===== src/verilog/lpss_pkg.sv =====
package lpss_pkg;

	// Register offsets
	localparam logic [7:0] OFF_AUDIO_DATAPATH_CONTROL = 8'h1a;
	localparam logic [7:0] OFF_SELFTEST_BC_ERRORS     = 8'h1b;
	localparam logic [7:0] OFF_PIN_LEVEL_STATUS_LOW   = 8'h1c;
	localparam logic [7:0] OFF_PIN_LEVEL_STATUS_HIGH  = 8'h1d;
	localparam logic [7:0] OFF_LINK_PORT_SELECT       = 8'h1e;

	// audio_datapath_control fields
	localparam int BIT_AUTODETECT_BLOCK = 7;
	localparam int BIT_AUX_AUDIO        = 3;
	localparam int BIT_SURROUND_SELECT  = 0;

	// link_port_select fields
	localparam int BIT_SECOND_ADDR_EN = 2;
	localparam int BIT_LINK1_SEL      = 1;
	localparam int BIT_LINK0_SEL      = 0;

	// Reset values
	localparam logic [7:0] RST_AUDIO_DATAPATH_CONTROL = 8'h01;
	localparam logic [7:0] RST_SELFTEST_BC_ERRORS     = 8'h00;
	localparam logic [7:0] RST_PIN_LEVEL_STATUS       = 8'h00;
	localparam logic [7:0] RST_LINK_PORT_SELECT       = 8'h01;

	// Error counter limit and second address step
	localparam logic [7:0] CRC_COUNT_MAX    = 8'hff;
	localparam logic [6:0] SECOND_ADDR_STEP = 7'h01;

endpackage : lpss_pkg


===== src/verilog/lpss_regs.sv =====
// Summary of operation
// - Autodetect-block bit 7 low lets a repeater derive audio mode in-band; high disables.
// - Read-only bit 3 mirrors the auxiliary audio enable held at offset 0x54.
// - Surround select resets to 1; 0 means two/four channel per register 0x12.
// - Surround audio travels only over the data-island audio transport.
// - In a repeater, in-band detected mode overrides surround select unless blocked.
// - Eight-bit self-test CRC error count clears on link loss, restart or clear control.
// - Error count kept per link; read shows link 1 when its window is selected.
// - Status bits 7..5 show local pins 7..5; read zero when link-1 window selected.
// - Status bits 3..0 show local pins 3..0, or second-link pins when link-1 selected.
// - Offset 0x1D bit 0 shows pin 8 level; other bits reserved.
// - Second-address enable makes the device answer device address plus one.
// - Link-1 window: primary writes reach link 1 and shared, reads return link 1.
// - Link-0 window (reset 1): primary writes reach link 0 and shared, reads link 0.
// - Both windows set: reads return link 1, writes update every selected link.
// - Window selects ignored under second-address enable; each address reaches own link.
`timescale 1ns/10ps
`default_nettype none
module lpss_regs
	import lpss_pkg::*;
(
	input  wire logic       clk_i,             // 100 MHz register clock
	input  wire logic       sys_rst_i,         // Synchronous reset, active high
	input  wire logic       req_valid_i,       // Register access request, one cycle
	input  wire logic       req_write_i,       // 1 write, 0 read
	input  wire logic [6:0] req_slave_id_i,    // 7-bit address the host used
	input  wire logic [7:0] req_offset_i,      // Register offset
	input  wire logic [7:0] req_wdata_i,       // Write data
	input  wire logic [6:0] dev_id_i,          // Primary 7-bit device address
	input  wire logic       repeater_i,        // Device runs as repeater
	input  wire logic       inband_valid_i,    // In-band audio mode detected
	input  wire logic       inband_surround_i, // Detected mode is surround
	input  wire logic       aux_audio_en_i,    // Auxiliary audio enable from 0x54
	input  wire logic [1:0] crc_err_i,         // Per-link back-channel CRC error pulse
	input  wire logic [1:0] link_lost_i,       // Per-link loss of link
	input  wire logic [1:0] selftest_start_i,  // Per-link self-test restart
	input  wire logic       crc_err_clear_i,   // CRC error clear control from 0x04
	input  wire logic [8:0] local_io_i,        // Local pin levels, asynchronous
	input  wire logic [3:0] remote_io_i,       // Second-link pin status
	output logic            ack_o,             // Access addressed to this device
	output logic [7:0]      rd_data_o,         // Read data, valid with ack_o
	output logic [1:0]      wr_link_mask_o,    // Links a write updated
	output logic            rd_link_o,         // Link a read returned
	output logic            second_addr_en_o,  // Answer second address
	output logic            autodetect_en_o,   // In-band audio mode detection on
	output logic            surround_mode_o,   // Surround audio in use
	output logic            data_island_o      // Data-island audio transport forced
);

	logic [7:0] audio_ctl_reg;
	logic [7:0] audio_ctl_next;
	logic [2:0] port_sel_reg;
	logic [2:0] port_sel_next;
	logic [7:0] crc_cnt_reg [2];
	logic [7:0] crc_cnt_next [2];
	logic [8:0] io_meta_reg;
	logic [8:0] io_sync_reg;
	logic       ack_reg;
	logic [7:0] rd_data_reg;
	logic [7:0] rd_data_next;
	logic [1:0] wr_mask_reg;
	logic       rd_link_reg;
	logic       sec_en_reg;
	logic       autodet_reg;
	logic       surround_reg;
	logic       island_reg;

	// Address decode
	wire        sec_en      = port_sel_reg[BIT_SECOND_ADDR_EN];
	wire        l1_sel      = port_sel_reg[BIT_LINK1_SEL];
	wire        l0_sel      = port_sel_reg[BIT_LINK0_SEL];
	wire [6:0]  second_id   = dev_id_i + SECOND_ADDR_STEP;
	wire        hit_primary = req_slave_id_i == dev_id_i;
	wire        hit_second  = sec_en && (req_slave_id_i == second_id);
	wire        hit         = req_valid_i && (hit_primary || hit_second);
	wire        wr_hit      = hit && req_write_i;

	// One answered read of the given register offset
	function automatic logic read_at(input logic [7:0] off);
		return hit && !req_write_i && (req_offset_i == off);
	endfunction : read_at

	// Link steering for port-specific registers
	// With the second address on, each address owns one link and the window bits are ignored
	wire        acc_link1   = sec_en ? hit_second : l1_sel;
	wire [1:0]  acc_wmask   = sec_en ? {hit_second, !hit_second}
	                                 : {l1_sel, l0_sel};

	// Audio mode
	wire        blocked     = audio_ctl_reg[BIT_AUTODETECT_BLOCK];
	wire        autodet     = repeater_i && !blocked;
	wire        surround    = (autodet && inband_valid_i) ? inband_surround_i
	                                                      : audio_ctl_reg[BIT_SURROUND_SELECT];

	// Register writes; reserved bits stay zero
	wire        wr_audio    = wr_hit && (req_offset_i == OFF_AUDIO_DATAPATH_CONTROL);
	wire        wr_port     = wr_hit && (req_offset_i == OFF_LINK_PORT_SELECT);

	always_comb begin
		audio_ctl_next = audio_ctl_reg;
		port_sel_next  = port_sel_reg;
		if (wr_audio) begin
			audio_ctl_next = 8'h00;
			audio_ctl_next[BIT_AUTODETECT_BLOCK] = req_wdata_i[BIT_AUTODETECT_BLOCK];
			audio_ctl_next[BIT_SURROUND_SELECT]  = req_wdata_i[BIT_SURROUND_SELECT];
		end
		if (wr_port) begin
			port_sel_next = req_wdata_i[2:0];
		end
	end

	// Per-link CRC error counters; clear conditions take priority
	always_comb begin
		for (int l = 0; l < 2; l++) begin
			crc_cnt_next[l] = crc_cnt_reg[l];
			if (link_lost_i[l] || selftest_start_i[l] || crc_err_clear_i) begin
				crc_cnt_next[l] = RST_SELFTEST_BC_ERRORS;
			end else if (crc_err_i[l] && (crc_cnt_reg[l] != CRC_COUNT_MAX)) begin
				crc_cnt_next[l] = crc_cnt_reg[l] + 8'h01;
			end
		end
	end

	// Read data
	wire [7:0] audio_view = {audio_ctl_reg[7:4], aux_audio_en_i,
	                         audio_ctl_reg[2:0]};
	wire [7:0] pins_low   = acc_link1 ? {4'h0, remote_io_i}
	                                  : {io_sync_reg[7:5], 1'b0, io_sync_reg[3:0]};
	wire [7:0] pins_high  = {7'h00, io_sync_reg[8]};
	wire [7:0] crc_view   = acc_link1 ? crc_cnt_reg[1] : crc_cnt_reg[0];

	always_comb begin
		case (req_offset_i)
			OFF_AUDIO_DATAPATH_CONTROL: rd_data_next = audio_view;
			OFF_SELFTEST_BC_ERRORS:     rd_data_next = crc_view;
			OFF_PIN_LEVEL_STATUS_LOW:   rd_data_next = pins_low;
			OFF_PIN_LEVEL_STATUS_HIGH:  rd_data_next = pins_high;
			OFF_LINK_PORT_SELECT:       rd_data_next = {5'h00, port_sel_reg};
			default:                    rd_data_next = 8'h00;
		endcase
	end

	// Pin synchroniser
	// Only the second stage feeds reads; the first may still be settling
	always_ff @(posedge clk_i) begin
		if (sys_rst_i) begin
			io_meta_reg <= 9'h000;
			io_sync_reg <= 9'h000;
		end else begin
			io_meta_reg <= local_io_i;
			io_sync_reg <= io_meta_reg;
		end
	end

	always_ff @(posedge clk_i) begin
		if (sys_rst_i) begin
			audio_ctl_reg  <= RST_AUDIO_DATAPATH_CONTROL;
			port_sel_reg   <= RST_LINK_PORT_SELECT[2:0];
			crc_cnt_reg[0] <= RST_SELFTEST_BC_ERRORS;
			crc_cnt_reg[1] <= RST_SELFTEST_BC_ERRORS;
		end else begin
			audio_ctl_reg  <= audio_ctl_next;
			port_sel_reg   <= port_sel_next;
			crc_cnt_reg[0] <= crc_cnt_next[0];
			crc_cnt_reg[1] <= crc_cnt_next[1];
		end
	end

	// Access answer
	always_ff @(posedge clk_i) begin
		if (sys_rst_i) begin
			ack_reg     <= 1'b0;
			rd_data_reg <= 8'h00;
			wr_mask_reg <= 2'b00;
			rd_link_reg <= 1'b0;
		end else begin
			ack_reg     <= hit;
			rd_data_reg <= (hit && !req_write_i) ? rd_data_next : 8'h00;
			wr_mask_reg <= wr_hit ? acc_wmask : 2'b00;
			rd_link_reg <= hit && !req_write_i && acc_link1;
		end
	end

	// Mode outputs
	always_ff @(posedge clk_i) begin
		if (sys_rst_i) begin
			sec_en_reg   <= 1'b0;
			autodet_reg  <= 1'b0;
			surround_reg <= RST_AUDIO_DATAPATH_CONTROL[BIT_SURROUND_SELECT];
			island_reg   <= RST_AUDIO_DATAPATH_CONTROL[BIT_SURROUND_SELECT];
		end else begin
			sec_en_reg   <= sec_en;
			autodet_reg  <= autodet;
			surround_reg <= surround;
			island_reg   <= surround;
		end
	end

	assign ack_o            = ack_reg;
	assign rd_data_o        = rd_data_reg;
	assign wr_link_mask_o   = wr_mask_reg;
	assign rd_link_o        = rd_link_reg;
	assign second_addr_en_o = sec_en_reg;
	assign autodetect_en_o  = autodet_reg;
	assign surround_mode_o  = surround_reg;
	assign data_island_o    = island_reg;
endmodule : lpss_regs
`default_nettype wire

===== config.mk =====
export PLATFORM = sky130hd
export DESIGN_NAME = lpss_regs
export DESIGN_NICKNAME = d
export VERILOG_FILES = /design/src/verilog/lpss_pkg.sv /design/src/verilog/lpss_regs.sv
export SDC_FILE = /design/constraint.sdc
export NUM_CORES = 1
export LEC_CHECK = 0
export ABC_AREA = 1
export BUFFER_PORTS_ARGS = -buffer_cell sky130_fd_sc_hd__buf_4
export CAP_MARGIN = 20
export CORE_ASPECT_RATIO = 0.75
export CORE_MARGIN = 1
export CORE_UTILIZATION = 56
export DETAILED_ROUTE_END_ITERATION = 8
export GPL_TIMING_DRIVEN = 0
export PLACE_DENSITY = 0.85
export SLEW_MARGIN = 10
export SYNTH_ARGS = -nofsm -noshare
export SYNTH_HDL_FRONTEND = slang
export SYNTH_SLANG_ARGS = --single-unit

===== constraint.sdc =====
create_clock -name clk_i -period 4.1 [get_ports clk_i]
set_clock_uncertainty 0.05 [all_clocks]
set_input_delay 0.205 -clock clk_i [delete_from_list [all_inputs] [get_ports clk_i]]
set_output_delay 0.205 -clock clk_i [all_outputs]
set_load 0.02 [all_outputs]

==> flow_summary.ini, run 1 <==
[setup_path]
worst-path-max-fanout = 5
critPathLaunchType = input port
r2r_start = crc_cnt_reg[0][1]
required_ns = 4.30
reg2reg_slack_ns = 2.36
endpoint_kind = register
arrival_ns = 1.94
worst_path_most_repeated_cell = nand2_1
critPathMaxStageDelay_ns = 0.78
criticalPathCategory = in -> reg
cp_slowest_cell = nor4_1
path_cells = buf_4 -> nor2_1 -> nand2_1 -> nor4_1 -> nand4_2 -> nand2_1 -> nand2_1 -> nor2_1
cp-startpoint = req_offset_i[7]

[die]
dieArea_um2 = 4940
initial_utilization_pct = 58.5
die_y_um = 61.1
rows = 21
die_x_um = 80.9
io_pins = 74
placeableCoreArea_um2 = 4470

[clock_tree]
cts_resized = 0
cts.sinks = 52
tritoncts = done
clock_path_buffers = 2
cts_made_buffers = 5
htreeDepth = 2
worstSkewPairLatency_ns = 0.32
cts_setup_buffers = 0
ctsHoldBuffers = 0
cts-root-buf = clkbuf_8
clk_pin_slew_ns = 0.11

[layout]
drive_gt1_share_pct = 20.6
nets = 531
syn_to_final_growth_pct = 26.0
largest_register_ff_count = 16
n_antenna_cell = 0
fin_cells = 528

[sta]
clock.fmax_mhz = 574
setup_viol = 0
period_minus_slack_ns = 1.74
drv_slew = 0
hold-worst-slack_ns = 0.0311
setup_ws_ns = 2.36
tightest_slew_ns = 0.986
max_slew_margin_pct = 33.6
hold_viol = 0
setup_tns_ns = 0
fin_crit_sh_pct = 42.5
grt_setup_unrepaired = no

[pwr]
ir_worst_vdd_v = 0.000203
p_int_uw = 691
seqPwrFrac_pct = 55.5
p_sw_share_pct = 25.7
clkPwrFrac_pct = 33.4
power_uw = 930
p_comb_share_pct = 11.1
powerDensity_nw_per_um2 = 283
power_leakage_uw = 0.00166
p_switching_uw = 239

[synthesis]
synth-main-ff-cell = dfxtp_1
synth_common_cells = nand2_1, inv_1, dfxtp_1
syn-num-nets = 456
yosysSeqAreaShare_pct = 39.9
yosys_warnings = 0
synth_edf_count = 0
synthTopCellsByArea = dfxtp_1, nand2_1, inv_1, nand3_1, nor2_1
yosysTopAreaCell = dfxtp_1
avgSynthCellArea_um2 = 6.61
synth_cell_types = 33
syn_area_um2 = 2610
synthMostInstantiatedCell = nand2_1
synth_seq_cells = 52
syn_inst = 395
synthArstFlopShare_pct = 0
synth_top_area_share_pct = 39.9

[global_routing]
overflow = 0
track_usage_pct = 26.1
grt_pass1_wl_um = 9720
antenna_found_initial = 0
grt_max_degree = 19
first_global_vias = 2312

[detailed_routing]
drtIter0Drc = 181
wl_per_cell_um = 11.3
detail_route.first_pass.iterations = 5
num_vias = 2623
via_per_inst = 4.97
routed_wl_um = 5950
ant_nets = 0
drc = 0

[worst_hold_path]
worstHoldStart = local_io_i[3]
hold_class = in -> reg

[place]
gp_congestion = 0.822
dp.cells = 520
pre_cts_ws_ns = 2.10
io_buffer_count = 68
place_hpwl_um = 4640

[run]
cap_viol_max_count = 0

[status]
status = completed
## power by group through the flow
| stage | logic (uW) | clock network, uW | registers (uW) |
|---|---|---|---|
| finish | 103 | 311 | 516 |
| global route | 116 | 340 | 517 |
| CTS | 104 | 318 | 516 |
| detailed placement | 103 | 0 | 528 |
| global placement | 99.9 | 0 | 527 |
| floorplan | 45.2 | 0 | 528 |
## logic make-up after synthesis
family / share of synthesized area (%)
and+or+nand+nor: 36.0
buffers and inverters: 13.6
DFF: 39.9
AOI/OAI and AO/OA: 8.10
xor gates and xnor gates: 1.01
adders and majority gates: 1.44
## layout make-up
| class | instances | area (um^2) |
|---|---|---|
| plain buffers | 5 | 31.3 |
| clock buffers | 5 | 68.8 |
| clock inverters | 3 | 27.5 |
| fillers | 390 | 1180 |
| inverters | 86 | 323 |
| multi-input cells | 252 | 1220 |
| flip-flops and latches | 52 | 1040 |
| well taps | 57 | 71.3 |
| repair buffers | 68 | 510 |
## metal layers
layer / share of wire, % / global-route usage [%]
met5: 0 / 0
met4: 1.7 / 9.69
met3: 6.2 / 6.67
met2: 46 / 43.6
met1: 46 / 33.0
## layout by cell type, fill, tap and decap left out, types with 2 or more instances in the layout
cell type  count
nor3_1         8
nand3_2        3
a21oi_1       16
nor2_1        48
nor2_2         5
nand4_1        4
nand3_1       36
xnor2_1        3
nor4_1         2
dfxtp_1       52
clkbuf_8       5
nand2_2        3
o21ai_0       14
inv_1         84
ha_1           3
buf_4         69
clkbuf_1       2
o21ai_1        4
nand2_1       92
## path summary, 6_finish.rpt
path | endpoint | depth (start not counted)
max | port_sel_reg[1] | 8
min | io_meta_reg[3] | 3
max reg2reg | crc_cnt_reg[0][6] | 9
min reg2reg | io_sync_reg[6] | 2
## through the flow
stage,area (um^2),util [%]
2_1_floorplan,2610,-
3_3_place_gp,3190,71.5
3_5_place_dp,3190,71.5
4_1_cts,3290,73.6
5_1_grt,3290,73.6
6_report,3290,73.6
## worst max-delay path: cells and delay by family
family | cells | cell delay (ns)
buf+inv | 1 | 0.11
simple gates | 7 | 1.63
Note: power is estimated with default switching activity, not from simulation.
==> run 2, diff against run 1 <==
--- a/config.mk
+++ b/config.mk
@@ -10,10 +10,10 @@
 export CAP_MARGIN = 20
 export CORE_ASPECT_RATIO = 0.75
 export CORE_MARGIN = 1
-export CORE_UTILIZATION = 56
+export CORE_UTILIZATION = 47
 export DETAILED_ROUTE_END_ITERATION = 8
 export GPL_TIMING_DRIVEN = 0
-export PLACE_DENSITY = 0.85
+export PLACE_DENSITY = 0.76
 export SLEW_MARGIN = 10
 export SYNTH_ARGS = -nofsm -noshare
 export SYNTH_HDL_FRONTEND = slang
==> constraint.sdc (replaced) <==
create_clock -name clk_i -period 1.6 [get_ports clk_i]
set_clock_uncertainty 0.05 [all_clocks]
set_input_delay 0.08 -clock clk_i [delete_from_list [all_inputs] [get_ports clk_i]]
set_output_delay 0.08 -clock clk_i [all_outputs]
set_load 0.02 [all_outputs]
==> run 2 against run 1 <==
Critical path depth increased by 3. Power increased to 2.6 times the previous value. Final cell count increased by 7.4%. Core utilization decreased by 6.1 points. Sequential share of layout area decreased by 2.7 points. Worst setup slack got worse by 2.3 ns. Largest cell class unchanged. Highest routed layer unchanged. Critical path type is now reg -> reg. Via count increased by 0.84%.
==> flow_summary.ini, run 2 (synthesized netlist as in run 1, its figures left out) <==
[status]
status = completed

[detailed_routing]
wl_per_cell_um = 10.8
ant_nets = 0
drtIter0Drc = 186
routed_wl_um = 6100
num_vias = 2645
detail_route.first_pass.iterations = 4
drc = 0
via_per_inst = 4.66

[global_routing]
track_usage_pct = 22.3
antenna_found_initial = 0
overflow = 0
grt_pass1_wl_um = 9960
first_global_vias = 2304
grt_max_degree = 18

[sta]
clock.fmax_mhz = 630
fin_crit_sh_pct = 99.2
setup_viol = 0
setup_tns_ns = 0
hold_viol = 0
setup_ws_ns = 0.0120
drv_slew = 0
grt_setup_unrepaired = yes
max_slew_margin_pct = 50.7
period_minus_slack_ns = 1.59
tightest_slew_ns = 0.733

[pwr]
powerDensity_nw_per_um2 = 664
power_leakage_uw = 0.00177
ir_worst_vdd_v = 0.000535

[die]
io_pins = 74
rows = 23
placeableCoreArea_um2 = 5350
initial_utilization_pct = 48.8
dieArea_um2 = 5860
die_y_um = 66.6
die_x_um = 88.1

[setup_path]
worst-path-max-fanout = 6
required_ns = 1.81
endpoint_kind = register
arrival_ns = 1.80
criticalPathCategory = reg -> reg
critPathLaunchType = register

[clock_tree]
clk_pin_slew_ns = 0.09
worstSkewPairLatency_ns = 0.31
cts-root-buf = clkbuf_8
clock_path_buffers = 2
cts_made_buffers = 5
cts.sinks = 52
htreeDepth = 2
tritoncts = done

[layout]
finalCoreUtilization_pct = 67.6
final_common_cell = nand2_1
nets = 552
layout_common_cells = nand2_1, inv_1, buf_4, dfxtp_1, nor2_1
syn_to_final_growth_pct = 38.5
largest_register_ff_count = 16
drive_gt1_share_pct = 26.2
n_antenna_cell = 0
design_area_um2 = 3620

[place]
io_buffer_count = 68
gp_congestion = 0.838
pre_cts_ws_ns = -0.253
placed_cell_area_um2 = 3220
place_hpwl_um = 4520

[worst_hold_path]
hold_class = in -> reg

[run]
cap_viol_max_count = 0
-- run 2: per-layer routing --
layer  wire length, um  vias up  global-route usage [%]
met5                 0        -                       0
met2              2820       95                    37.0
li1                  -     1405                       -
met4                25        0                    6.05
met3               387        4                    4.83
met1              2870     1141                    29.3
-- run 2: final timing paths --
| kind | start | slack (ns) | endpoint | cells past startpoint |
|---|---|---|---|---|
| worst max-delay path | port_sel_reg[2] | 0.01 | rd_data_o[6] | 11 |
| worst min-delay path | crc_err_i[0] | 0.02 | crc_cnt_reg[0][7] | 4 |
| worst max register to register | port_sel_reg[2] | 0.01 | rd_data_o[6] | 11 |
| worst min register to register | io_meta_reg[6] | 0.36 | io_sync_reg[6] | 2 |
-- run 2: repair_timing --
action	4_1_cts	5_1_grt
cloned	0	0
endpoints found under the hold margin	16	0
endpoints found under the setup margin	14	27
setup buffers	3	3
hold buffers	15	0
pin swaps	6	10
resized for setup	7	28
-- run 2: critical path: stages (launching register included) --
cell and delay (ns):
dfxtp_2 0.37, nand3_2 0.07, nor2_1 0.09, nand2_1 0.07
nor2_2 0.08, nand2_2 0.07, buf_6 0.13, nand2_8 0.07
nand3_4 0.08, nor3_4 0.27, nand2_1 0.11, inv_1 0.07
-- run 2: stage by stage --
step / power, uW / hold WS, ns / instances
4_1_cts: 2400 / 0.0259 / 564
5_1_grt: 2510 / 0.0226 / 567
6_report: 2400 / 0.0206 / 567
2_1_floorplan: 1470 / 0.109 / 395
3_3_place_gp: 1610 / 0.231 / 538
3_5_place_dp: 1620 / 0.237 / 538
-- run 2: final cells by class --
type,count,area [um^2]
fill,504,1740
multi-input combinational,252,1320
sequential,52,1050
timing repair buffer,89,706
inverter,86,323
tap,75,93.8
clock buffer,5,68.8
buffer,5,37.5
clock inverter,3,22.5
-- run 2: power by group --
part	total, uW	switching (uW)	internal (uW)
registers	1320	6.87	1320
logic	308	145	163
clock network	769	455	314
